===== config.mk =====
export PLATFORM = sky130hd
export DESIGN_NAME = pfs_monitor
export DESIGN_NICKNAME = d
export VERILOG_FILES = /design/src/pfs_pkg.sv /design/src/pfs_monitor.sv
export SDC_FILE = /design/constraint.sdc
export NUM_CORES = 1
export LEC_CHECK = 0
export ABC_AREA = 1
export BUFFER_PORTS_ARGS = -buffer_cell sky130_fd_sc_hd__buf_2
export CAP_MARGIN = 20
export CORE_MARGIN = 3
export CORE_UTILIZATION = 55
export CTS_CLUSTER_SIZE = 20
export DETAILED_ROUTE_END_ITERATION = 8
export HOLD_SLACK_MARGIN = 0.15
export MAX_ROUTING_LAYER = met4
export PLACE_DENSITY = 0.81
export SLEW_MARGIN = 40
export SYNTH_ARGS = -nofsm -noshare
export SYNTH_HDL_FRONTEND = slang
export SYNTH_SLANG_ARGS = --single-unit

===== constraint.sdc =====
create_clock -name CLK -period 12.18 [get_ports CLK]
set_clock_uncertainty 0.15 [all_clocks]
set_input_delay 1.827 -clock CLK [delete_from_list [all_inputs] [get_ports CLK]]
set_output_delay 1.827 -clock CLK [all_outputs]
set_load 0.005 [all_outputs]

===== src/pfs_pkg.sv =====
package pfs_pkg;
	// Timing
	localparam longint CLK_HZ = 125_000_000;
	localparam longint FATAL_IO_TIMEOUT_S = 90;
	localparam longint FATAL_IO_TIMEOUT_CYC = FATAL_IO_TIMEOUT_S * CLK_HZ;
	localparam longint CATASTROPHIC_ERROR_LINE_QUAL_US = 100;
	localparam longint CATASTROPHIC_ERROR_LINE_QUAL_CYC = (CATASTROPHIC_ERROR_LINE_QUAL_US * CLK_HZ + 999_999) / 1_000_000;
	localparam int IO_CNT_W = 36;
	localparam int QUAL_W = 16;
	localparam logic [QUAL_W-1:0] QUAL_RST = QUAL_W'(CATASTROPHIC_ERROR_LINE_QUAL_CYC);
	localparam logic [3:0] READ_ERR_LIMIT = 4'ha;

	// Register byte addresses
	localparam logic [7:0] REG_CTRL = 8'h00;
	localparam logic [7:0] REG_QUAL = 8'h04;
	localparam logic [7:0] REG_HOST_REPORT = 8'h08;
	localparam logic [7:0] REG_REARM = 8'h0c;
	localparam logic [7:0] REG_STATUS = 8'h10;
	localparam int CTRL_IO_RST_DIS = 0;
	localparam int CTRL_CAT_RST_DIS = 1;
	localparam int HOST_HANG_LSB = 0;
	localparam int HOST_CFG_LSB = 4;
	localparam int STAT_PROC_LSB = 0;
	localparam int STAT_IOT_LSB = 16;
	localparam int STAT_CATASTROPHIC_ERROR_LINE = 20;
	localparam int STAT_MISMATCH = 21;
	localparam int STAT_POP = 22;
	localparam int STAT_HEALTH = 23;
	localparam int STAT_LED = 24;

	// Sensor identities, types and offsets
	localparam logic [7:0] SNS_HEALTH = 8'h01;
	localparam logic [7:0] SNS_POP = 8'h02;
	localparam logic [7:0] SNS_IOTO_BASE = 8'h10;
	localparam logic [7:0] SNS_CATASTROPHIC_ERROR_LINE = 8'h20;
	localparam logic [7:0] SNS_MISMATCH = 8'h21;
	localparam logic [7:0] SNS_PROC_BASE = 8'h30;
	localparam logic [7:0] STYPE_HEALTH = 8'h28;
	localparam logic [7:0] STYPE_PROC = 8'h07;
	localparam logic [7:0] RTYPE_SPECIFIC = 8'h6f;
	localparam logic [7:0] RTYPE_DIGITAL = 8'h03;
	localparam logic [7:0] OFS_SENSOR_FAIL = 8'h04;
	localparam logic [7:0] OFS_STATE_ASSERTED = 8'h01;
	localparam logic [3:0][7:0] PROC_OFFS = {8'h07, 8'h05, 8'h03, 8'h01};
	localparam int PK_THERM = 0;
	localparam int PK_HANG = 1;
	localparam int PK_CFG = 2;
	localparam int PK_PRES = 3;
	localparam int PROC_BITS = 4;

	// Catastrophic error type in event data byte two
	localparam logic [7:0] CAT_UNKNOWN = 8'h00;
	localparam logic [7:0] CAT_CATASTROPHIC_ERROR_LINE = 8'h01;
	localparam logic [7:0] CAT_CORE = 8'h02;
	localparam logic [7:0] CAT_MISMATCH = 8'h03;

	localparam logic [1:0] BEEP_POP = 2'h1;
	localparam logic [1:0] BEEP_MISMATCH = 2'h2;

	typedef enum logic [1:0] {
		CAT_IDLE = 2'b00,
		CAT_QUERY = 2'b01,
		CAT_LATCHED = 2'b10
	} pfs_cat_state_type;
endpackage : pfs_pkg

===== src/pfs_monitor.sv =====
`timescale 1ns/100ps
// Contract
// - Firmware health sensor: type 28h, sensor specific, auto rearm, offset 04h both edges.
// - Count consecutive read errors per sensor; fail after ten; success clears count.
// - Processor status offsets stay set until rearm, power cycle, reset or boot.
// - Device detects thermal trip and presence; firmware reports offsets 3 and 5.
// - At controller init clear presence, then set it from detected presence.
// - Re-evaluate presence at every DC power-on and system reset.
// - Presence not kept over AC loss; no presence deassertion after AC return.
// - Check population fault at startup and DC power-on; beep when found there. The code beeps only when the fault is found at DC power-on.
// - Per CPU, assert timeout when fatal IO line high over 90 seconds.
// - On fatal IO timeout log event and reset system unless host option suppresses.
// - Timeout sensor: reading 03h, type 07h, auto rearm, offset 01h both edges.
// - Catastrophic line: act only on held low, ignore short low pulses.
// - On held low, log catastrophic event, then query CPUs for source and mismatch. The code queries first and logs the event once the answer arrives.
// - On mismatch log mismatch event, fault LED on, beep, leave system hung.
// - No mismatch: reset system unless host option disables it.
// - Catastrophic sensor rearmed only at power-on, never on system reset.
// - Data byte two: 0 unknown, 1 catastrophic, 2 core, 3 mismatch; unknown if query fails.
// - Data byte three: bitmap of causing CPUs, bit 0 first CPU.
// - Catastrophic sensor: reading 03h, type 07h, manual rearm, offset 01h both edges.
// - Mismatch sensor: manual rearm digital, offset 01h, rearmed on power-on.
module pfs_monitor
	import pfs_pkg::*;
#(
	parameter int NCPU = 4,
	parameter int NSENS = 8,
	parameter logic [IO_CNT_W-1:0] IO_TIMEOUT_CYC = IO_CNT_W'(FATAL_IO_TIMEOUT_CYC)
) (
	input wire logic CLK,
	input wire logic RST,
	input wire logic [7:0] ADDR,
	input wire logic [31:0] WDATA,
	input wire logic WR,
	input wire logic RD,
	output logic [31:0] RDATA,
	input wire logic DC_ON,
	input wire logic SYS_RESET,
	input wire logic SYS_BOOT,
	input wire logic [NCPU-1:0] CPU_PRESENT,
	input wire logic [NCPU-1:0] THERMAL_TRIP,
	input wire logic POP_FAULT,
	input wire logic [NCPU-1:0] FATAL_IO_ERROR_LINE,
	input wire logic CATASTROPHIC_ERROR_LINE_N,
	input wire logic SENSOR_READ_VALID,
	input wire logic SENSOR_READ_FAIL,
	input wire logic [7:0] SENSOR_READ_NUM,
	output logic QUERY_REQ,
	input wire logic QUERY_DONE,
	input wire logic QUERY_OK,
	input wire logic [NCPU-1:0] QUERY_SOURCE,
	input wire logic [NCPU-1:0] QUERY_MISMATCH,
	output logic EVT_VALID,
	output logic [7:0] EVT_SENSOR,
	output logic [7:0] EVT_SENSOR_TYPE,
	output logic [7:0] EVT_READING_TYPE,
	output logic [7:0] EVT_OFFSET,
	output logic EVT_DEASSERT,
	output logic [7:0] EVT_DATA_BYTE_TWO,
	output logic [7:0] EVT_DATA_BYTE_THREE,
	output logic BEEP_VALID,
	output logic [1:0] BEEP_CODE,
	output logic CPU_FAULT_LED,
	output logic SYS_RESET_REQ
);
	localparam int TW = 4 + NCPU + PROC_BITS * NCPU;
	// Bit positions of the sensors in the tracked vector
	localparam int EV_HEALTH = 0;
	localparam int EV_POP = 1;
	localparam int EV_IOT = 2;
	localparam int EV_CATASTROPHIC_ERROR_LINE = EV_IOT + NCPU;
	localparam int EV_MISMATCH = EV_CATASTROPHIC_ERROR_LINE + 1;
	localparam int EV_PROC = EV_MISMATCH + 1;

	typedef struct packed {
		logic [31:0] rdata;
		logic io_rst_dis;
		logic cat_rst_dis;
		logic [QUAL_W-1:0] qual;
		logic [NCPU-1:0][PROC_BITS-1:0] proc;
		logic [NCPU-1:0] iot;
		logic [NCPU-1:0][IO_CNT_W-1:0] io_cnt;
		logic [QUAL_W-1:0] cat_cnt;
		pfs_cat_state_type cat_st;
		logic catastrophic_error_line;
		logic mismatch;
		logic [7:0] ed2;
		logic [7:0] ed3;
		logic pop;
		logic health;
		logic [7:0] health_num;
		logic [NSENS-1:0][3:0] rd_cnt;
		logic [TW-1:0] rep;
		logic init_done;
		logic query_req;
		logic evt_valid;
		logic [7:0] evt_sensor;
		logic [7:0] evt_stype;
		logic [7:0] evt_rtype;
		logic [7:0] evt_offset;
		logic evt_deassert;
		logic [7:0] evt_d2;
		logic [7:0] evt_d3;
		logic beep_valid;
		logic [1:0] beep_code;
		logic led;
		logic sys_rst;
	} pfs_state_type;

	pfs_state_type s_r;
	pfs_state_type s_nxt;

	always_comb begin
		logic [TW-1:0] trk;
		logic found;
		logic any_fail;
		logic [7:0] fail_num;
		logic pwr_clear;
		logic eval_pres;
		logic eval_pop;
		logic rearm_wr;
		int c;
		int k;
		trk = '0;
		found = 1'b0;
		any_fail = 1'b0;
		fail_num = 8'h00;
		pwr_clear = DC_ON | SYS_RESET | SYS_BOOT;
		eval_pres = DC_ON | SYS_RESET | !s_r.init_done;
		eval_pop = DC_ON | !s_r.init_done;
		rearm_wr = WR && ADDR == REG_REARM;
		c = 0;
		k = 0;
		s_nxt = s_r;
		s_nxt.init_done = 1'b1;
		s_nxt.query_req = 1'b0;
		s_nxt.evt_valid = 1'b0;
		s_nxt.beep_valid = 1'b0;
		s_nxt.sys_rst = 1'b0;
		s_nxt.rdata = 32'h0000_0000;

		// Register writes
		if (WR) begin
			case (ADDR)
				REG_CTRL: begin
					s_nxt.io_rst_dis = WDATA[CTRL_IO_RST_DIS];
					s_nxt.cat_rst_dis = WDATA[CTRL_CAT_RST_DIS];
				end
				REG_QUAL: s_nxt.qual = WDATA[QUAL_W-1:0];
				default: ;
			endcase
		end

		// Processor status offsets; clears first so that sets win
		for (int i = 0; i < NCPU; i++) begin
			if (pwr_clear || (rearm_wr && WDATA[i])) begin
				s_nxt.proc[i][PK_THERM] = 1'b0;
				s_nxt.proc[i][PK_HANG] = 1'b0;
				s_nxt.proc[i][PK_CFG] = 1'b0;
			end
			if (THERMAL_TRIP[i]) begin
				s_nxt.proc[i][PK_THERM] = 1'b1;
			end
			if (WR && ADDR == REG_HOST_REPORT) begin
				if (WDATA[HOST_HANG_LSB + i]) begin
					s_nxt.proc[i][PK_HANG] = 1'b1;
				end
				if (WDATA[HOST_CFG_LSB + i]) begin
					s_nxt.proc[i][PK_CFG] = 1'b1;
				end
			end
			if (eval_pres) begin
				s_nxt.proc[i][PK_PRES] = CPU_PRESENT[i];
			end
		end

		// Population fault
		// System reset leaves the population fault as it was
		if (eval_pop) begin
			s_nxt.pop = POP_FAULT;
		end
		if (DC_ON && POP_FAULT) begin
			s_nxt.beep_valid = 1'b1;
			s_nxt.beep_code = BEEP_POP;
		end

		// Fatal IO error timeout per CPU, auto rearm
		for (int i = 0; i < NCPU; i++) begin
			if (!FATAL_IO_ERROR_LINE[i]) begin
				s_nxt.io_cnt[i] = '0;
				s_nxt.iot[i] = 1'b0;
			end else begin
				// Saturates so a stuck line cannot wrap and fire again
				if (s_r.io_cnt[i] < IO_TIMEOUT_CYC) begin
					s_nxt.io_cnt[i] = s_r.io_cnt[i] + IO_CNT_W'(1);
				end
				if (s_r.io_cnt[i] >= IO_TIMEOUT_CYC && !s_r.iot[i]) begin
					s_nxt.iot[i] = 1'b1;
					if (!s_r.io_rst_dis) begin
						s_nxt.sys_rst = 1'b1;
					end
				end
			end
		end

		// Power-on rearm first, so an answer in the same cycle still lands
		if (DC_ON) begin
			s_nxt.cat_st = CAT_IDLE;
			s_nxt.cat_cnt = '0;
			s_nxt.catastrophic_error_line = 1'b0;
			s_nxt.mismatch = 1'b0;
			s_nxt.led = 1'b0;
		end

		// Catastrophic error qualification and query
		case (s_r.cat_st)
			CAT_IDLE: begin
				if (CATASTROPHIC_ERROR_LINE_N) begin
					s_nxt.cat_cnt = '0;
				end else if (s_r.cat_cnt >= s_r.qual) begin
					s_nxt.cat_st = CAT_QUERY;
					s_nxt.query_req = 1'b1;
				end else begin
					s_nxt.cat_cnt = s_r.cat_cnt + QUAL_W'(1);
				end
			end
			CAT_QUERY: begin
				if (QUERY_DONE) begin
					s_nxt.cat_st = CAT_LATCHED;
					s_nxt.catastrophic_error_line = 1'b1;
					if (QUERY_OK) begin
						s_nxt.ed3 = 8'(QUERY_SOURCE);
					end else begin
						s_nxt.ed3 = 8'h00;
					end
					if (!QUERY_OK) begin
						s_nxt.ed2 = CAT_UNKNOWN;
					end else if (|QUERY_MISMATCH) begin
						s_nxt.ed2 = CAT_MISMATCH;
					end else begin
						s_nxt.ed2 = CAT_CATASTROPHIC_ERROR_LINE;
					end
					if (QUERY_OK && |QUERY_MISMATCH) begin
						s_nxt.mismatch = 1'b1;
						s_nxt.led = 1'b1;
						s_nxt.beep_valid = 1'b1;
						s_nxt.beep_code = BEEP_MISMATCH;
					end else if (!s_r.cat_rst_dis) begin
						s_nxt.sys_rst = 1'b1;
					end
				end
			end
			// Further lows wait for the power-on rearm
			CAT_LATCHED: ;
			default: s_nxt.cat_st = CAT_IDLE;
		endcase

		// Read error counting for firmware health
		if (SENSOR_READ_VALID && SENSOR_READ_NUM < 8'(NSENS)) begin
			for (int i = 0; i < NSENS; i++) begin
				if (SENSOR_READ_NUM == 8'(i)) begin
					if (!SENSOR_READ_FAIL) begin
						s_nxt.rd_cnt[i] = 4'h0;
					end else if (s_r.rd_cnt[i] < READ_ERR_LIMIT) begin
						s_nxt.rd_cnt[i] = s_r.rd_cnt[i] + 4'h1;
					end
				end
			end
		end
		for (int i = NSENS - 1; i >= 0; i--) begin
			if (s_nxt.rd_cnt[i] == READ_ERR_LIMIT) begin
				any_fail = 1'b1;
				fail_num = 8'(i);
			end
		end
		s_nxt.health = any_fail;
		if (any_fail && !s_r.health) begin
			s_nxt.health_num = fail_num;
		end

		// Event records, one change per cycle
		// Changes not yet reported wait in rep, lowest index first
		trk[EV_HEALTH] = s_r.health;
		trk[EV_POP] = s_r.pop;
		trk[EV_IOT +: NCPU] = s_r.iot;
		trk[EV_CATASTROPHIC_ERROR_LINE] = s_r.catastrophic_error_line;
		trk[EV_MISMATCH] = s_r.mismatch;
		trk[EV_PROC +: PROC_BITS * NCPU] = s_r.proc;
		for (int i = 0; i < TW; i++) begin
			if (!found && trk[i] != s_r.rep[i]) begin
				found = 1'b1;
				s_nxt.rep[i] = trk[i];
				s_nxt.evt_valid = 1'b1;
				s_nxt.evt_deassert = !trk[i];
				s_nxt.evt_d2 = 8'h00;
				s_nxt.evt_d3 = 8'h00;
				s_nxt.evt_stype = STYPE_PROC;
				s_nxt.evt_rtype = RTYPE_DIGITAL;
				s_nxt.evt_offset = OFS_STATE_ASSERTED;
				if (i == EV_HEALTH) begin
					s_nxt.evt_sensor = SNS_HEALTH;
					s_nxt.evt_stype = STYPE_HEALTH;
					s_nxt.evt_rtype = RTYPE_SPECIFIC;
					s_nxt.evt_offset = OFS_SENSOR_FAIL;
					s_nxt.evt_d2 = s_r.health_num;
				end else if (i == EV_POP) begin
					s_nxt.evt_sensor = SNS_POP;
				end else if (i < EV_CATASTROPHIC_ERROR_LINE) begin
					s_nxt.evt_sensor = SNS_IOTO_BASE + 8'(i - EV_IOT);
				end else if (i == EV_CATASTROPHIC_ERROR_LINE) begin
					s_nxt.evt_sensor = SNS_CATASTROPHIC_ERROR_LINE;
					s_nxt.evt_d2 = s_r.ed2;
					s_nxt.evt_d3 = s_r.ed3;
				end else if (i == EV_MISMATCH) begin
					s_nxt.evt_sensor = SNS_MISMATCH;
				end else begin
					c = (i - EV_PROC) / PROC_BITS;
					k = (i - EV_PROC) % PROC_BITS;
					s_nxt.evt_sensor = SNS_PROC_BASE + 8'(c);
					s_nxt.evt_rtype = RTYPE_SPECIFIC;
					s_nxt.evt_offset = PROC_OFFS[k];
				end
			end
		end

		// Register reads, data in the following cycle
		// Write-only and unmapped addresses read as zero
		if (RD) begin
			case (ADDR)
				REG_CTRL: begin
					s_nxt.rdata[CTRL_IO_RST_DIS] = s_r.io_rst_dis;
					s_nxt.rdata[CTRL_CAT_RST_DIS] = s_r.cat_rst_dis;
				end
				REG_QUAL: s_nxt.rdata[QUAL_W-1:0] = s_r.qual;
				REG_STATUS: begin
					s_nxt.rdata[STAT_PROC_LSB +: PROC_BITS * NCPU] = s_r.proc;
					s_nxt.rdata[STAT_IOT_LSB +: NCPU] = s_r.iot;
					s_nxt.rdata[STAT_CATASTROPHIC_ERROR_LINE] = s_r.catastrophic_error_line;
					s_nxt.rdata[STAT_MISMATCH] = s_r.mismatch;
					s_nxt.rdata[STAT_POP] = s_r.pop;
					s_nxt.rdata[STAT_HEALTH] = s_r.health;
					s_nxt.rdata[STAT_LED] = s_r.led;
				end
				default: ;
			endcase
		end
	end

	// Reset stands for AC power-on: reported copy starts cleared
	always_ff @(posedge CLK or posedge RST) begin
		if (RST) begin
			s_r <= '0;
			s_r.qual <= QUAL_RST;
			s_r.cat_st <= CAT_IDLE;
		end else begin
			s_r <= s_nxt;
		end
	end

	assign RDATA = s_r.rdata;
	assign QUERY_REQ = s_r.query_req;
	assign EVT_VALID = s_r.evt_valid;
	assign EVT_SENSOR = s_r.evt_sensor;
	assign EVT_SENSOR_TYPE = s_r.evt_stype;
	assign EVT_READING_TYPE = s_r.evt_rtype;
	assign EVT_OFFSET = s_r.evt_offset;
	assign EVT_DEASSERT = s_r.evt_deassert;
	assign EVT_DATA_BYTE_TWO = s_r.evt_d2;
	assign EVT_DATA_BYTE_THREE = s_r.evt_d3;
	assign BEEP_VALID = s_r.beep_valid;
	assign BEEP_CODE = s_r.beep_code;
	assign CPU_FAULT_LED = s_r.led;
	assign SYS_RESET_REQ = s_r.sys_rst;
endmodule : pfs_monitor


### Word level (Yosys, flattened, before mapping)

Index checks and enable logic that the tools add are counted.

| word-level totals | value |
|---|---|
| flip-flop bits (word level) | 366 |
| input bits | 81 |
| output and inout bits | 88 |

| cells by class | value |
|---|---|
| $add $sub $neg | 13 |
| order comparisons | 18 |
| eq/ne operators | 53 |
| multiplexer cells | 163 |
| bitwise gates (word level) | 4 |
| reduce and logical (&&, ||, !) cells | 101 |

Operators by type and width:

| cell | number |
|---|---|
| 2-to-1 mux 50 bit | 24 |
| 2-to-1 mux 36 bit | 8 |
| adder 36 x 1 -> 36 bit (second input constant) | 4 |
| >= comparator 36 x 34 -> 1 bit (second input constant) | 4 |
| < comparator 36 x 34 -> 1 bit (second input constant) | 4 |
| 2-to-1 mux 4 bit | 26 |
| 2-to-1 mux 1 bit | 70 |
| 2-to-1 mux 8 bit | 7 |
| zero test 1 bit | 48 |
| 2-to-1 mux 16 bit | 3 |
| == test 8 x 3 -> 1 bit (second input constant) | 5 |
| 2-to-1 mux 20 bit | 2 |
| logical AND 1 bit | 37 |
| adder 4 x 1 -> 4 bit (second input constant) | 8 |
| == test 4 bit (second input constant) | 8 |
| < comparator 4 bit (second input constant) | 8 |
| 2-to-1 mux 32 bit | 1 |
| case mux 14 bit (2 select lines) | 1 |
| 2-to-1 mux 25 bit | 1 |
| inequality test 1 bit | 24 |
| nonzero test 24 bit | 1 |
| 2-to-1 mux 18 bit | 1 |
| 2-to-1 mux 3 bit | 6 |
| adder 16 x 1 -> 16 bit (second input constant) | 1 |
| other kinds (20) | 50 |

### Longest topological paths before layout

Gate-level depths: netlist of run 1.

| logic depth | value |
|---|---|
| word-level depth | 71 |
| gate-level depth with buffers | 28 |
| depth with buffers taken out | 27 |

### Worst setup path after synthesis of run 1

OpenSTA, ideal clock, no wires.

| timing | value |
|---|---|
| kind | in2reg |
| start | in SENSOR_READ_NUM[4] |
| end | reg s_r[113] in the netlist's numbering |
| data arrival time | 3724 ps |
| data required time | 11903 ps |
| slack | 8179 ps |
| cell stages on the path | 18 |
| path buffers | 0 |
| cells stage by stage | nor2_1 > nand2_1 > nor3_1 > inv_1 > nor4_1 > inv_1 > nor2_1 > inv_1 > o21ai_0 > nand2_1 > inv_1 > nor2_1 > nand3_1 > nand2_1 > nor2_1 > nand4_1 > nand2_1 > o21ai_0 |

RTL lines:

| what | RTL line | text |
|---|---|---|
| start: declaration | pfs_monitor.sv:47 | `input wire logic [7:0] SENSOR_READ_NUM,` |
| end signal: assignment | pfs_monitor.sv:356 | `s_r <= s_nxt;` |
| end: declaration | pfs_monitor.sv:110 | `pfs_state_type s_r;` |

==> results of run 1 <==
## where the power goes
part / internal [W] / switching (W)
Sequential: 0.00111 / 0.0000392
Combinational: 0.000124 / 0.000230
Clock: 0.000789 / 0.000441
## metal layers
metal	global-route usage (%)	up-vias	part of all wire (%)
met1	32.1	7661	43
met5	-	-	0
met2	41.3	499	49
met3	3.06	87	5.0
li1	-	7748	-
met4	7.73	0	2.7
## cell type report
| cell class | count | area [um2] | share of cell area [%] |
|---|---|---|---|
| sequential | 320 | 8020 | 40.3 |
| multi-input combinational | 1538 | 7710 | 38.7 |
| inverter | 416 | 1580 | 7.91 |
| clock buffer | 51 | 1080 | 5.42 |
| timing repair buffer | 126 | 693 | 3.48 |
| tap | 435 | 544 | 2.73 |
| clock inverter | 15 | 289 | 1.45 |
## stage by stage
step / std cells / total power (W) / area [um2] / hold WS (ps)
global route: 2901 / 0.00285 / 19900 / 343
floorplan: 2390 / 0.00145 / 18000 / 283
CTS: 2900 / 0.00275 / 19900 / 319
detailed placement: 2834 / 0.00152 / 18500 / 301
global placement: 2833 / 0.00150 / 18500 / 296
finish: 2901 / 0.00274 / 19900 / 313
## path summary, 6_finish.rpt
check,endpoint
max,s_r[114]$_DFFE_PP0P_
min,s_r[302]$_DFFE_PP0P_
max reg2reg,s_r[152]$_DFF_PP0_
min reg2reg,s_r[302]$_DFFE_PP0P_
max in group asynchronous,BEEP_VALID$_DFF_PP0_
min in group asynchronous,s_r[200]$_DFFE_PP0P_
## flip-flops by register name, summed over array words and instances (netlist names)
signal	cells
s_r	270
RDATA	25
EVT_DATA_BYTE_THREE	4
EVT_SENSOR	4
EVT_DATA_BYTE_TWO	3
BEEP_CODE	2
EVT_OFFSET	2
EVT_READING_TYPE	2
EVT_SENSOR_TYPE	2
BEEP_VALID	1
CPU_FAULT_LED	1
EVT_DEASSERT	1
EVT_VALID	1
QUERY_REQ	1
SYS_RESET_REQ	1
## critical path, delay by kind of cell
family	cells	cell delay, ps
and+or+nand+nor	12	1930
buffers and inverters	5	570
AOI/OAI and AO/OA	2	280
## synth_stat cells (10+ instances only)
library cell | n | area share [%]
sky130_fd_sc_hd__inv_1 | 405 | 8.5
sky130_fd_sc_hd__nand2_1 | 381 | 8.0
sky130_fd_sc_hd__dfrtp_1 | 314 | 44
sky130_fd_sc_hd__nor2_1 | 288 | 6.0
sky130_fd_sc_hd__o21ai_0 | 178 | 5.0
sky130_fd_sc_hd__a21oi_1 | 151 | 4.2
sky130_fd_sc_hd__nor3_1 | 116 | 3.2
sky130_fd_sc_hd__nand3_1 | 107 | 3.0
sky130_fd_sc_hd__buf_4 | 82 | 3.4
sky130_fd_sc_hd__nand4_1 | 54 | 1.9
sky130_fd_sc_hd__ha_1 | 34 | 2.4
sky130_fd_sc_hd__nor4_1 | 31 | 1.1
sky130_fd_sc_hd__clkbuf_1 | 30 | 0.63
sky130_fd_sc_hd__xnor2_1 | 18 | 0.88
sky130_fd_sc_hd__xor2_1 | 17 | 0.83
sky130_fd_sc_hd__o22ai_1 | 16 | 0.56
sky130_fd_sc_hd__o21a_1 | 13 | 0.54
sky130_fd_sc_hd__nand2_2 | 10 | 0.35
## cell families after synthesis
kind of cell / after synthesis / share of synthesized area (%)
buf+inv: 532 / 12.9
compound gates: 420 / 13.0
flops: 320 / 44.7
fa+ha+maj: 34 / 2.37
mux: 4 / 0.237
other cells: 2 / 0.0419
simple gates: 1014 / 25.0
xor+xnor: 35 / 1.71
==> results.cfg, run 1 <==
[run_status]
outcome = finished, final reports clean

[detailed_routing]
routed_wl_mm = 42.9
route.detailed.wl_per_inst_um = 14.8
drt-vias-per-instance = 5.51
ant_nets = 0
vias = 16000
number_of_drc_violations_after_detailed_routing = 0
firstDrtPassIters = 6
detail_route.iter0.violations = 1276

[sta]
finalHoldViolations = 0
final_max_tran_viols = 0
finalWorstPathRequiredPeriod_ps = 4360
slew-limit-headroom_pct = 44.9
finalSetupTns_ps = 0
total_of_endpoints_with_negative_setup_slack_in_the_final_report = 0
final_critical_path_setup_slack_ps = 7820
grt_setup_unrepaired = no
min_period_over_period_pct = 35.8
worst_slew_pin_slew_ps = 819
fmax_mhz = 229

[logic_synthesis]
post_synth_cell_types = 60
synth_seq_area_share_pct = 44.7
post_synthesis_cell_area_um2 = 17900
synth-main-ff-cell = sky130_fd_sc_hd__dfrtp_1
ys_seq_elements = 320
synth.avg_cell_area_um2 = 7.59
post_synth_inst_count = 2361
synth-edff-count = 0
async_flop_share_pct = 100
synth_warn = 0

[hold_path]
min-delay-start = s_r[302]$_DFFE_PP0P_
min_delay_path_depth = 2
hp-class = reg -> reg

[floorplanning]
placeableCoreArea_um2 = 31800
io-pin-count = 169
dieWidth_um = 186
rows = 65
initial_core_utilization_pct = 56.3
die_area_um2 = 34800
die-height_um = 186

[clock_network]
cts_htree_levels = 2
insertion_delay_ps = 520
cts_buffers = 36
clock-root-buffer = sky130_fd_sc_hd__clkbuf_16
post_cts_resize_count = 0
clock_tree.buffer_depth = 3
holdBufCountCts = 0
cts_num_sinks = 320
post_cts_buffers = 0
tritoncts = built
cts.reportedPaths.clkPinSlew_ps = 60

[placed_design]
io_buffer_count = 122
post-place-ws_ps = 7430
hpwlAfterDp_mm = 30.3
place.gp.congestion = 0.937

[final_layout]
num_antenna_cells = 0
layout_cell_share_with_drive_strength_beyond_1_pct = 9.61
final_common_cell = sky130_fd_sc_hd__inv_1
post-route-util_pct = 62.6
final.fill_count = 2647
nets = 2553
areaGrowthSynthToFinish_pct = 11.1
layout_common_cells = sky130_fd_sc_hd__inv_1, sky130_fd_sc_hd__nand2_1, sky130_fd_sc_hd__dfrtp_1

[global_route]
gr-usage-all-layers_pct = 24.8
grt_pass1_wl_mm = 72.1
first_global_vias = 15400
grt_start_max_net_pins = 150
grt_antenna_before_repair = 0
grt-ovfl-total = 0

[critical_path]
timing.critical_path.from_type = input port
reg2reg_depth = 11
critical_path_required_ps = 12420
critPathLaunch = SENSOR_READ_NUM[4]
critical_path_peak_fanout = 5
worst-endpoint-arrival_ps = 4600
critical_path_cell_list = buf_2, nor2_1, nand2_1, nor3_1, inv_1, nor4_1, inv_1, nor2_1, inv_1, o21ai_0, nand2_1, inv_1, nor2_1, nand3_1, nand2_1, nor2_1, nand4_1, nand2_1, o21ai_0
worst-r2r-setup-slack_ps = 8410
crit_slowest_cell = sky130_fd_sc_hd__nor4_1
worst_r2r_startpoint = s_r[336]$_DFFE_PP1P_
cp_slowest_stage_delay_ps = 530
criticalPathCategory = in -> reg
endpoint_kind = register

[power_and_ir_drop]
leakagePower_nw = 9.46
max-vdd-ir-drop_v = 0.0000924
power.density_cell_area_nw_per_um2 = 137

[flow_run]
cap_violations = 0
Power figures use the tool's default switching activity.
==> run 2: changes to the inputs <==
clock period = 4.2 ns   (was 12.18 ns; I/O delays follow)
==> run 2 against run 1 <==
Core utilization down 0.091 points; clock power rose to 2.6 times the previous value; final cell count up 0.45%; count of clock-buffer cells in the layout up 1; power rose to 2.7 times the previous value; critical path depth down 3; flip-flop and latch count unchanged; sequential power rose to 2.9 times the previous value.
==> results.cfg, run 2 (synthesized netlist as in run 1, its figures left out) <==
[power_and_ir_drop]
max-vdd-ir-drop_v = 0.000314
share_comb_of_total_power_pct = 13.8
leakagePower_nw = 9.46
p_sw_w = 0.00201
net_switching_fraction_of_the_power_pct = 26.7
power.density_cell_area_nw_per_um2 = 379
power_frac_seq_pct = 44.3
power_report.internal_total_w = 0.00552
clock_power_share_pct = 41.9

[sta]
final_max_tran_viols = 0
fmax_mhz = 279
min_period_over_period_pct = 85.2
worst_slew_pin_slew_ps = 777
slew-limit-headroom_pct = 46.9
finalHoldViolations = 0
holdWs_ps = 172
finalWorstPathRequiredPeriod_ps = 3580
grt_setup_unrepaired = no
total_of_endpoints_with_negative_setup_slack_in_the_final_report = 0

[placed_design]
io_buffer_count = 122
hpwlAfterDp_mm = 31.1
place.gp.congestion = 0.930

[hold_path]
min_delay_path_depth = 2
hp-class = in -> reg
hold_path_endpoint = s_r[319]$_DFFE_PP0P_
min-delay-start = THERMAL_TRIP[3]

[detailed_routing]
vias = 15900
ant_nets = 0
number_of_drc_violations_after_detailed_routing = 0
route.detailed.wl_per_inst_um = 14.6
routed_wl_mm = 42.4
detail_route.iter0.violations = 1208
firstDrtPassIters = 8
drt-vias-per-instance = 5.46

[clock_network]
clock_tree.buffer_depth = 3
cts_htree_levels = 2
post_cts_buffers = 0
cts.reportedPaths.clkPinSlew_ps = 60
cts_num_sinks = 320
insertion_delay_ps = 510
post_cts_resize_count = 0
tritoncts = built
cts_buffers = 36
clock-root-buffer = sky130_fd_sc_hd__clkbuf_16

[final_layout]
post-route-util_pct = 62.5
layout_common_cells = sky130_fd_sc_hd__inv_1, sky130_fd_sc_hd__nand2_1, sky130_fd_sc_hd__dfrtp_1
num_antenna_cells = 0
final_common_cell = sky130_fd_sc_hd__inv_1
nets = 2568
largest_reg_flops = 270
areaGrowthSynthToFinish_pct = 10.9
largest-register = s_r
final.fill_count = 2701
layout_cell_share_with_drive_strength_beyond_1_pct = 9.76

[critical_path]
critical_path_required_ps = 4420
worst_r2r_startpoint = s_r[179]$_DFFE_PP0P_
endpoint_kind = register
worst-endpoint-arrival_ps = 3800
timing.critical_path.from_type = register
critPathLaunch = s_r[179]$_DFFE_PP0P_
worst-r2r-setup-slack_ps = 620
reg2reg_depth = 16
criticalPathCategory = reg -> reg
critical_path_peak_fanout = 11
critical_path.reg2reg.endpoint = s_r[185]$_DFFE_PP0P_

[floorplanning]
io-pin-count = 169
die-height_um = 186
die_area_um2 = 34800
rows = 65
initial_core_utilization_pct = 56.3
placeableCoreArea_um2 = 31800
dieWidth_um = 186

[run_status]
outcome = finished, final reports clean

[global_route]
grt_antenna_before_repair = 0
grt_pass1_wl_mm = 71.9
grt_start_max_net_pins = 76
first_global_vias = 15300
grt-ovfl-total = 0
gr-usage-all-layers_pct = 24.9

[flow_run]
cap_violations = 0
==> run 2: metal layers <==
layer	share of wire (%)	wire [um]	GRT usage (%)	vias up
met5	0	0	-	-
met4	2.4	1010	7.10	0
met3	5.6	2380	3.57	82
met2	49	20700	41.6	486
met1	43	18400	31.8	7547
li1	-	-	-	7791
==> run 2: final cells by class <==
class	count	area (um2)	share of cell area, %
inverters	416	1570	7.88
clock inverters	12	145	0.730
repair buffers	141	858	4.32
clock buffers	52	1040	5.24
flip-flops and latches	320	8020	40.3
well taps	435	544	2.74
multi-input cells	1538	7710	38.8
==> run 2: repair_timing <==
item / CTS / global route
hold endpoints to repair: 7 / 0
hold buffers: 1 / 0
endpoints found under the setup margin: 0 / 0
==> run 2: how the worst max path moves through the flow <==
stage                                  end  slack, ps  cells past startpoint
finish                s_r[185]$_DFFE_PP0P_        620                     16
global route          s_r[185]$_DFFE_PP0P_        190                     18
CTS                   s_r[185]$_DFFE_PP0P_        630                     16
detailed placement    s_r[185]$_DFFE_PP0P_        660                     16
global placement      s_r[185]$_DFFE_PP0P_        810                     16
floorplan           BEEP_CODE[0]$_DFF_PP0_       -840                      1
==> run 2: per-stage QoR <==
step | total power [W] | setup TNS, ps | setup WS, ps | instances | cell area (um2)
after floorplan | 0.00420 | -264360 | -842 | 2390 | 18000
after global placement | 0.00437 | 0 | 811 | 2847 | 18600
after detailed placement | 0.00441 | 0 | 663 | 2849 | 18700
after CTS | 0.00758 | 0 | 627 | 2914 | 19900
after global routing | 0.00788 | 0 | 189 | 2914 | 19900
final | 0.00753 | 0 | 621 | 2914 | 19900
==> run 2: worst max-delay path, stage by stage, from the launching register on <==
cell and delay [ps]:
sky130_fd_sc_hd__dfrtp_1 390, sky130_fd_sc_hd__inv_1 110, sky130_fd_sc_hd__nand2_1 80, sky130_fd_sc_hd__o211ai_1 180, sky130_fd_sc_hd__nand2_1 70, sky130_fd_sc_hd__a221oi_1 230
sky130_fd_sc_hd__nand2_1 70, sky130_fd_sc_hd__buf_4 180, sky130_fd_sc_hd__nor3_1 300, sky130_fd_sc_hd__nand2_1 140, sky130_fd_sc_hd__nor2_1 260, sky130_fd_sc_hd__nand3_1 210
sky130_fd_sc_hd__nor3_1 420, sky130_fd_sc_hd__nand2_1 140, sky130_fd_sc_hd__nor2_1 250, sky130_fd_sc_hd__and3_1 210, sky130_fd_sc_hd__nor3_1 40
==> run 2: power groups by stage <==
stage / combinational, W / sequential, W / clock (W)
after floorplan: 0.000835 / 0.00336 / 0
after global placement: 0.000991 / 0.00338 / 0
after detailed placement: 0.00103 / 0.00339 / 0
after CTS: 0.00104 / 0.00333 / 0.00321
after global routing: 0.00119 / 0.00335 / 0.00334
final: 0.00104 / 0.00334 / 0.00315
==> run 3: changes to the inputs <==
CTS_BUF_LIST = sky130_fd_sc_hd__clkbuf_2 sky130_fd_sc_hd__clkbuf_4 sky130_fd_sc_hd__clkbuf_8   (was unset)
==> run 3 against run 2 <==
Core utilization up 0.83 points; flip-flop and latch count unchanged; largest power group unchanged; critical path type unchanged; critical path depth stayed put; maximum frequency fell by 0.22%; critical endpoint unchanged; sequential share of layout area down 0.53 points; power is 0.36% lower; final cell count grew 1.9%; die area is the same; final area rose by 1.3%; via count rose by 1.1%; combinational power barely moved.
==> results.cfg, run 3 (synthesized netlist as in run 1, its figures left out) <==
[detailed_routing]
firstDrtPassIters = 6
vias = 16100
drt-vias-per-instance = 5.41
ant_nets = 0
detail_route.iter0.violations = 1137
routed_wl_mm = 43.0
route.detailed.wl_per_inst_um = 14.5
number_of_drc_violations_after_detailed_routing = 0

[final_layout]
final_common_cell = sky130_fd_sc_hd__inv_1
num_antenna_cells = 0
layout_cell_share_with_drive_strength_beyond_1_pct = 11.3
largest_reg_flops = 270
post-route-util_pct = 63.3
layout_common_cells = sky130_fd_sc_hd__inv_1, sky130_fd_sc_hd__nand2_1, sky130_fd_sc_hd__dfrtp_1
areaGrowthSynthToFinish_pct = 12.4
largest-register = s_r
final.fill_count = 2679
nets = 2605

[global_route]
groute.layer.met2.usage_pct = 42.1
global_route.usage.met1_pct = 32.4
first_global_vias = 15600
gr-usage-all-layers_pct = 25.2
grt_most_used_layer = met2
grt-ovfl-total = 0
grtUsageMet3_pct = 3.53
grt_antenna_before_repair = 0
grt_pass1_wl_mm = 73.2
grt_start_max_net_pins = 76

[critical_path]
worst-endpoint-arrival_ps = 3880
critical-path-top-delay-family = simple AND/OR/NAND/NOR gates
critPathLaunch = s_r[179]$_DFFE_PP0P_
timing.critical_path.from_type = register
cp_slowest_stage_delay_ps = 430
criticalPathCategory = reg -> reg
endpoint_kind = register
reg2reg_depth = 16
endpoint = s_r[185]$_DFFE_PP0P_
critical_path.reg2reg.endpoint = s_r[185]$_DFFE_PP0P_
worst_r2r_startpoint = s_r[179]$_DFFE_PP0P_
critical_path_required_ps = 4490
worst-r2r-setup-slack_ps = 610
critical_path_cell_list = inv_1, nand2_1, o211ai_1, nand2_1, a221oi_1, nand2_1, buf_4, nor3_1, nand2_1, nor2_1, nand3_1, nor3_1, nand2_1, nor2_1, and3_1, nor3_1
critical_path_peak_fanout = 11
timing.critical_path.buf_inv = 2
crit_path_frequent_cell = sky130_fd_sc_hd__nand2_1
crit_slowest_cell = sky130_fd_sc_hd__nor3_1
timing.critical_path.depth = 16

[floorplanning]
dieWidth_um = 186
rows = 65
die_area_um2 = 34800
die-height_um = 186
placeableCoreArea_um2 = 31800
initial_core_utilization_pct = 56.3
io-pin-count = 169

[clock_network]
cts_buffers = 54
cts.reportedPaths.clkPinSlew_ps = 70
tritoncts = built
cts_num_sinks = 320
insertion_delay_ps = 580
clock_tree.buffer_depth = 3
cts_htree_levels = 2
post_cts_buffers = 0
clock-root-buffer = sky130_fd_sc_hd__clkbuf_8

[sta]
total_of_endpoints_with_negative_setup_slack_in_the_final_report = 0
fmax_mhz = 279
min_period_over_period_pct = 85.4
finalWorstPathRequiredPeriod_ps = 3590
final_max_tran_viols = 0
slew-limit-headroom_pct = 50.0
grt_setup_unrepaired = no
finalHoldViolations = 0
worst_slew_pin_slew_ps = 731
finalSetupTns_ps = 0

[placed_design]
io_buffer_count = 122
hpwlAfterDp_mm = 31.1
place.gp.congestion = 0.930

[power_and_ir_drop]
max-vdd-ir-drop_v = 0.000175
total_power_w = 0.00750
power.density_cell_area_nw_per_um2 = 372
leakagePower_nw = 9.63

[hold_path]
min_delay_path_depth = 3
hp-class = in -> reg

[run_status]
outcome = finished, final reports clean

[flow_run]
cap_violations = 0
run 3: how the worst min path moves through the flow:
stage                     slack, ps              endpoint                  from
after floorplan                 280  s_r[251]$_DFFE_PP0P_  s_r[251]$_DFFE_PP0P_
after global placement          300  s_r[266]$_DFFE_PP0P_  s_r[266]$_DFFE_PP0P_
after detailed placement        300  s_r[302]$_DFFE_PP0P_  s_r[302]$_DFFE_PP0P_
after CTS                       150  s_r[126]$_DFFE_PP0P_       QUERY_SOURCE[3]
after global routing            180  s_r[325]$_DFFE_PP1P_              WDATA[2]
final                           170  s_r[126]$_DFFE_PP0P_       QUERY_SOURCE[3]
run 3: stage by stage:
step / setup slack [ps] / instance area [um2] / hold slack, ps / instances
6_report: 613 / 20100 / 165 / 2969
3_5_place_dp: 663 / 18700 / 303 / 2849
5_1_grt: 217 / 20100 / 176 / 2969
4_1_cts: 644 / 20100 / 150 / 2969
3_3_place_gp: 811 / 18600 / 296 / 2847
2_1_floorplan: -842 / 18000 / 283 / 2390
run 3: timing repair:
item / in CTS / in global routing
hold endpoints to repair: 92 / 0
gates resized for setup: 0 / 0
hold buffers: 20 / 0
run 3: area by class of cell:
cell class	instances	area [um2]	share of cell area (%)
inverter	416	1570	7.78
clock inverter	9	70.1	0.348
sequential	320	8020	39.8
timing repair buffer	160	1050	5.21
multi-input combinational	1538	7710	38.3
tap	435	544	2.70
clock buffer	91	1190	5.91
run 3: layer usage:
layer	vias up	wire length (um)
met5	-	0
met1	7594	18700
li1	7865	-
met3	82	2540
met2	535	20800
met4	0	948
run 3: worst reg2reg max path, stage by stage (launching register included):
cell                       delay (ps)
sky130_fd_sc_hd__dfrtp_1          400
sky130_fd_sc_hd__inv_1            110
sky130_fd_sc_hd__nand2_1           80
sky130_fd_sc_hd__o211ai_1         180
sky130_fd_sc_hd__nand2_1           70
sky130_fd_sc_hd__a221oi_1         230
sky130_fd_sc_hd__nand2_1           70
sky130_fd_sc_hd__buf_4            180
sky130_fd_sc_hd__nor3_1           310
sky130_fd_sc_hd__nand2_1          150
sky130_fd_sc_hd__nor2_1           250
sky130_fd_sc_hd__nand3_1          210
sky130_fd_sc_hd__nor3_1           430
sky130_fd_sc_hd__nand2_1          140
sky130_fd_sc_hd__nor2_1           240
sky130_fd_sc_hd__and3_1           200
sky130_fd_sc_hd__nor3_1            40
run 3: report_power, final:
part / internal, W / switching (W) / leakage [nW]
combinational: 0.000387 / 0.000665 / 4.71
clock: 0.00184 / 0.00127 / 0.674
sequential: 0.00323 / 0.000109 / 4.24
total: 0.00546 / 0.00204 / 9.63
